--- src/rtl/odac_defs.svh ---
`ifndef ODAC_DEFS_SVH
`define ODAC_DEFS_SVH

`define ODAC_NUM_CH 8
`define ODAC_CODE_W 8
`define ODAC_SEL_W 3
`define ODAC_WORD_W 12
`define ODAC_CODE_RST 8'h00
`define ODAC_RNG_RST 1'b0
`define ODAC_SEL_MSB 11
`define ODAC_SEL_LSB 9
`define ODAC_RNG_BIT 8
`define ODAC_CODE_MSB 7
`define ODAC_CODE_LSB 0

`endif

--- src/rtl/odac_pkg.sv ---
`include "odac_defs.svh"

package odac_pkg;
    typedef struct packed {
        logic range_select;
        logic [`ODAC_CODE_W-1:0] code;
    } odac_chan_s;

    typedef struct packed {
        logic [`ODAC_SEL_W-1:0] sel;
        logic range_select;
        logic [`ODAC_CODE_W-1:0] code;
    } odac_word_s;
endpackage : odac_pkg

--- src/rtl/odac_sync.sv ---
`timescale 1ns/1ps
`include "odac_defs.svh"

module odac_sync #(
    parameter logic RST_VAL = 1'b1
) (
    // clock and reset
    input wire logic clk_i,
    input wire logic srst_i,
    // asynchronous level in, filtered level out
    input wire logic async_i,
    output logic level_o
);
    logic s1_q;
    logic s2_q;
    logic s3_q;
    logic lvl_q;
    wire agree = (s2_q == s3_q);

    // a change counts only once stages two and three agree
    always_ff @(posedge clk_i) begin
        s1_q <= async_i;
        s2_q <= s1_q;
        s3_q <= s2_q;
    end

    always_ff @(posedge clk_i) begin
        if (srst_i) begin
            lvl_q <= RST_VAL;
        end else if (agree) begin
            lvl_q <= s3_q;
        end
    end

    assign level_o = srst_i ? RST_VAL : lvl_q;
endmodule : odac_sync

--- src/rtl/odac_serial_load_port.sv ---
`timescale 1ns/1ps
`include "odac_defs.svh"

// Overview of operation
// shift one data bit per serial clock fall
// command word is twelve bits long
// range bit selects one or two times span
// eight channels, each eight-bit code
// update strobe high holds outputs unchanged
// update strobe falling moves buffers to outputs
// strobe low: latch fall updates output immediately
// every channel register is double buffered
// reset places all registers in known state; odac_sync stages s1_q to s3_q have no reset
// reset clears every output code to zero
// host holds latch high, shifts msb first
// select bits decode binary to channels
// last twelve bits form the command word
module odac_serial_load_port #(
    parameter int NUM_CH = `ODAC_NUM_CH,
    parameter int WORD_W = `ODAC_WORD_W
) (
    // clock and reset
    input wire logic REF_CLK_I,
    input wire logic SRST_I,
    // three-wire serial load bus
    input wire logic SER_CLK_I,
    input wire logic SER_DATA_I,
    input wire logic WORD_LATCH_STROBE_I,
    // simultaneous update control
    input wire logic OUTPUT_UPDATE_STROBE_I,
    // channel outputs, channel one at index 0
    output logic [NUM_CH-1:0][`ODAC_CODE_W-1:0] CHAN_CODE_O,
    output logic [NUM_CH-1:0] CHAN_RANGE_O,
    // pending first-stage contents for observation
    output logic [NUM_CH-1:0][`ODAC_CODE_W-1:0] PEND_CODE_O
);
    logic sclk_s;
    logic sdat_s;
    logic latch_s;
    logic upd_s;
    logic sclk_q;
    logic latch_q;
    logic upd_q;
    logic [WORD_W-1:0] shift_q;
    logic [WORD_W-1:0] shift_d;
    odac_pkg::odac_chan_s pend_q [NUM_CH];
    odac_pkg::odac_chan_s out_q [NUM_CH];
    odac_pkg::odac_word_s word;

    localparam odac_pkg::odac_chan_s chan_rst = '{range_select: `ODAC_RNG_RST, code: `ODAC_CODE_RST};

    // data is sampled through the same depth as the clock, so setup keeps alignment
    // clock and latch idle high, so no false fall follows reset
    odac_sync #(
        .RST_VAL(1'b1)
    ) u_sclk (
        .clk_i(REF_CLK_I),
        .srst_i(SRST_I),
        .async_i(SER_CLK_I),
        .level_o(sclk_s)
    );

    odac_sync #(
        .RST_VAL(1'b0)
    ) u_sdat (
        .clk_i(REF_CLK_I),
        .srst_i(SRST_I),
        .async_i(SER_DATA_I),
        .level_o(sdat_s)
    );

    odac_sync #(
        .RST_VAL(1'b1)
    ) u_latch (
        .clk_i(REF_CLK_I),
        .srst_i(SRST_I),
        .async_i(WORD_LATCH_STROBE_I),
        .level_o(latch_s)
    );

    // an update fall seen just after reset only copies cleared codes
    odac_sync #(
        .RST_VAL(1'b1)
    ) u_upd (
        .clk_i(REF_CLK_I),
        .srst_i(SRST_I),
        .async_i(OUTPUT_UPDATE_STROBE_I),
        .level_o(upd_s)
    );

    function automatic logic edge_down(input logic prev, input logic now);
        edge_down = prev & ~now;
    endfunction : edge_down

    function automatic logic hit(input logic [`ODAC_SEL_W-1:0] sel, input int ch);
        hit = (sel == ch[`ODAC_SEL_W-1:0]);
    endfunction : hit

    function automatic odac_pkg::odac_chan_s chan_of(input odac_pkg::odac_word_s w);
        chan_of = '{range_select: w.range_select, code: w.code};
    endfunction : chan_of

    wire sclk_fall = edge_down(sclk_q, sclk_s);
    wire latch_fall = edge_down(latch_q, latch_s);
    wire upd_fall = edge_down(upd_q, upd_s);

    always_comb begin
        shift_d = shift_q;
        if (sclk_fall) begin
            shift_d = {shift_q[WORD_W-2:0], sdat_s};
        end
    end

    // oldest of the last twelve bits is the select msb
    assign word = odac_pkg::odac_word_s'(shift_q[WORD_W-1:0]);

    // edge history idles high, matching the clock and latch pins at rest
    always_ff @(posedge REF_CLK_I) begin
        if (SRST_I) begin
            sclk_q <= 1'b1;
            latch_q <= 1'b1;
            upd_q <= 1'b1;
        end else begin
            sclk_q <= sclk_s;
            latch_q <= latch_s;
            upd_q <= upd_s;
        end
    end

    always_ff @(posedge REF_CLK_I) begin
        if (SRST_I) begin
            shift_q <= '0;
        end else begin
            shift_q <= shift_d;
        end
    end

    // first stage takes every latched word; second stage copies per strobe
    genvar g;
    generate
        for (g = 0; g < NUM_CH; g++) begin : g_ch
            wire sel_hit = latch_fall & hit(word.sel, g);
            // a latch wins over a coincident update fall for its own channel
            wire out_load = sel_hit & ~upd_s;
            wire out_copy = upd_fall & ~out_load;
            odac_pkg::odac_chan_s pend_d;
            odac_pkg::odac_chan_s out_d;
            assign pend_d = sel_hit ? chan_of(word) : pend_q[g];
            assign out_d = out_load ? chan_of(word) : (out_copy ? pend_q[g] : out_q[g]);
            always_ff @(posedge REF_CLK_I) begin
                if (SRST_I) begin
                    pend_q[g] <= chan_rst;
                    out_q[g] <= chan_rst;
                end else begin
                    pend_q[g] <= pend_d;
                    out_q[g] <= out_d;
                end
            end
            assign CHAN_CODE_O[g] = out_q[g].code;
            assign CHAN_RANGE_O[g] = out_q[g].range_select;
            assign PEND_CODE_O[g] = pend_q[g].code;
        end
    endgenerate
endmodule : odac_serial_load_port

--- config.mk ---
export PLATFORM = sky130hd
export DESIGN_NAME = odac_serial_load_port
export DESIGN_NICKNAME = d
export VERILOG_FILES = /design/src/rtl/odac_pkg.sv /design/src/rtl/odac_sync.sv /design/src/rtl/odac_serial_load_port.sv
export VERILOG_INCLUDE_DIRS = /design/src /design/src/rtl
export SDC_FILE = /design/constraint.sdc
export NUM_CORES = 1
export LEC_CHECK = 0
export BUFFER_PORTS_ARGS = -buffer_cell sky130_fd_sc_hd__buf_2
export CAP_MARGIN = 20
export CORE_MARGIN = 2
export CORE_UTILIZATION = 45
export CTS_BUF_LIST = sky130_fd_sc_hd__clkbuf_4
export DETAILED_ROUTE_END_ITERATION = 8
export GPL_TIMING_DRIVEN = 0
export PLACE_DENSITY = 0.75
export SKIP_CTS_REPAIR_TIMING = 1
export SLEW_MARGIN = 20
export SYNTH_ARGS = -nofsm -noshare
export SYNTH_HDL_FRONTEND = slang
export SYNTH_SLANG_ARGS = --single-unit
--- constraint.sdc ---
create_clock -name REF_CLK_I -period 1.91 [get_ports REF_CLK_I]
set_input_delay 0.191 -clock REF_CLK_I [delete_from_list [all_inputs] [get_ports REF_CLK_I]]
set_output_delay 0.191 -clock REF_CLK_I [all_outputs]
set_load 0.02 [all_outputs]
Word-level counts from Yosys, hierarchy flattened. Memories as Yosys holds them, arrays and structs flattened. Cells that the tools add are included. Widths: inputs -> output; s select.

Register bits: 31. Bits in writable memories: 144. Bits of input ports: 6. Output and inout port bits: 136. Logic and storage cells: 134. Memories: 2.

Memories: out_q (words 8, bits a word 9, rd ports 8, clocked after memory_dff 0, write ports 8, line odac_serial_load_port.sv:47) `odac_pkg::odac_chan_s out_q [NUM_CH];`; pend_q (words 8, bits a word 9, rd ports 8, clocked after memory_dff 0, write ports 8, line odac_serial_load_port.sv:46) `odac_pkg::odac_chan_s pend_q [NUM_CH];`.

Equality and inequality tests: 11. Muxes and demuxes: 46. Bitwise logic cells: 54. Reductions and logical operators: 1.

Operators with widths (count): $mux 9 (40); $and 1x1->1 (27); $or 1x1->1 (16); $eq 3x3->1 const B (4); $not 1->1 (11); $eq 3x2->1 const B (2); $mux 1 (6); $eq 1x1->1 (4); $eq 3x1->1 const B (1); $logic_not 3->1 (1).

Logic depth before layout (Yosys ltp).
Depth in word-level cells: 10. Mapped depth: 7. Depth with buffers taken out: 3.

Hierarchy. From an unflattened synthesis, not the netlist that was laid out.

Cells, all modules: 959. Area total of the unflattened synthesis: 8409.3 µm².

Modules (own cells, without submodules): odac_serial_load_port (times used 1, cells an instance 927, area an instance 8001.4 µm²); odac_sync (u_latch ...) (times used 3, cells an instance 8, area an instance 102.6 µm²); odac_sync (u_sdat) (times used 1, cells an instance 8, area an instance 100.1 µm²).

Worst setup path before layout. OpenSTA, ideal clock, no wires.

Path type: register to register. Start: register shift_q[9]. End: memory out_q[1][18] in the netlist's numbering. Arrival: 1.392 ns. Required time: 1.791 ns. Slack: 0.400 ns. Cell stages (with the launch flop): 7. Buffers on the path: 3. Cells stage by stage: dfxtp_1 buf_2 and4bb_2 buf_4 a21o_1 buf_2 o221a_2.

RTL lines: from (decl) (line odac_serial_load_port.sv:44) `logic [WORD_W-1:0] shift_q;`; from (signal assigned) (line odac_serial_load_port.sv:134) `shift_q <= shift_d;`; to (decl) (line odac_serial_load_port.sv:47).

==> run metrics <==
EDFF count, synth 0; Worst Tran Pin Value 1100 ps; chip height 137 microns; Max Cap Viol 0; max frequency 518 MHz; clock tree buffer depth 2; initial antenna violation count 2; Synth area leaders dfxtp_1, a21oi_1, o221a_2, nand3_1, buf_4; setup violators final 1; setup ws final -21.1 ps; first-pass GRT wire length 38.7 mm; Core Box Area 17,300 sq um; Die Wd 137 microns; CP arrival 2400 ps; vias in the first global route 6,953; Peak supply drop 0.341 mV; Area Growth Syn to Fin 16.8%; leakage power figure 3.91 nW; CP Capture Type register; DR WL/cell 19.6 microns; crit path time final 1930 ps; outcome complete, but fails checks; # IOs 142; RePlAce Congestion 0.888; commonest non-fill, non-tap cell in the layout buf_2; Post-Synthesis Cell Area 7970 sq um; Via Count 7,808; max-slew violation count 0; Yosys reg bits 175; crit path kind reg -> reg; Util after Layout 53.8%; register area share after synthesis 43.9%; largest area contributor in the netlist dfxtp_1; Vias/cell 5.84; Syn Inst Count 934; hold crit path type in -> reg; RR Startpoint u_upd.lvl_q; prevailing post-synth register cell dfxtp_1; DP Worst Slack -99.5 ps; crit path launch u_upd.lvl_q; Largest regs out_q: 72 flops, pend_q: 72 flops, shift_q: 12 flops; Netlist cell types 34; Slew headroom 26.6%; Residual DRC 0; syn_area_per_cell 8.54 sq um; Root Buffer clkbuf_4; PwrDens 709 nW/um^2; final wirelength 26.2 mm; clock sink total 175; crit-path max FO 10; Final Cycle Share 101%; FFs w/ async S/R, synth 0%; final hold violations 0; Ys Warns 0; antenna-violating nets left 0; DPL Wire Length 18.1 mm; Placed Area 8980 sq um; CTS buffer count 17; syn_nets 940; Initial Util 46.1%; Clock Pin Slew Worst Setup and Hold Paths 140 ps; final cell count without fillers 1,337; Startpoint Class register; CTS tree built; Global Route Usage Sum 27.5%; GRT overflow 0; Iteration-0 DRC Markers 1,093; I/O Buffers 141; drt pass-1 iters 6; worst clock skew 25.3 ps; failing checks negative setup slack; layout cell share with drive strength beyond 1 34.2%; Placed Cells 1,300; hold_sp SRST_I; H-Tree Depth 4; Std-Cell Rows 48; Nets 1,104; Worst Hold Slack 188 ps; CP required 2380 ps; unrepaired setup endpoints after global routing true; largest net degree at the start of global routing 17; die area 18,800 sq um; clk_lat worst skew 600 ps; post-route cell area 9310 sq um; most frequent cells in the layout buf_2, dfxtp_1, a21oi_1; top cell type's share of synthesized area 43.9%
-- worst max-delay path, cell delays in order (launching register included) --
cell and delay [ps]:
dfxtp_1 320, buf_2 170, clkbuf_2 240, o21bai_2 730, and3_1 290, a221oi_1 50
-- worst paths after layout --
| check | endpoint | cells past startpoint | slack [ps] |
|---|---|---|---|
| max reg2reg | out_q[1][30] | 5 | -20 |
| min reg2reg | u_sclk.s2_q | 0 | 340 |
| max | out_q[1][30] | 5 | -20 |
| min | shift_q[1] | 4 | 190 |
-- where the power goes --
part / total (W) / switching [W] / internal [W]
sequential: 0.00380 / 0.0000544 / 0.00374
combinational: 0.000750 / 0.000506 / 0.000244
clock: 0.00205 / 0.00131 / 0.000743
total: 0.00660 / 0.00187 / 0.00473
-- through the flow --
step	total power, W	TNS (ps)
after CTS	0.00655	-2610
after floorplan	0.00433	0
final	0.00660	-21.1
after detailed placement	0.00460	-1730
after global routing	0.00677	-338
after global placement	0.00458	-14830
-- cell type report --
| cell class | instances | area, sq um |
|---|---|---|
| inverters | 72 | 270 |
| multi-input cells | 526 | 3300 |
| well taps | 225 | 282 |
| diodes | 2 | 5.00 |
| flip-flops and latches | 175 | 3500 |
| repair buffers | 145 | 746 |
| plain buffers | 161 | 957 |
| fillers | 1681 | 7980 |
| clock buffers | 17 | 128 |
| clock inverters | 14 | 125 |
-- per-layer routing --
| layer | wire length [microns] | track usage, % | vias to the layer above |
|---|---|---|---|
| met2 | 11800 | 42.3 | 475 |
| li1 | - | - | 3586 |
| met5 | 0 | 0 | - |
| met3 | 2780 | 6.00 | 83 |
| met4 | 1080 | 14.1 | 0 |
| met1 | 10600 | 36.2 | 3664 |
-- synth_stat cells (3+ instances only) --
master / instances
a21o_1: 7
a21oi_1: 139
a221oi_1: 9
and3_1: 9
buf_2: 41
buf_4: 71
buf_6: 3
clkbuf_1: 45
dfxtp_1: 175
inv_1: 72
nand2_1: 14
nand2b_1: 14
nand3_1: 135
nor2_1: 4
nor2_2: 5
o21ai_0: 85
o21bai_1: 21
o221a_2: 61
or2_2: 4
-- logic make-up after synthesis --
logic type             count (synthesis)  share of synthesized area (%)
AO/OA/AOI/OAI                        325                           26.7
buffers and inverters                233                           15.2
AND/OR/NAND/NOR                      201                           14.1
flip-flops                           175                           43.9
No activity file was read; power rests on OpenSTA's default activity.
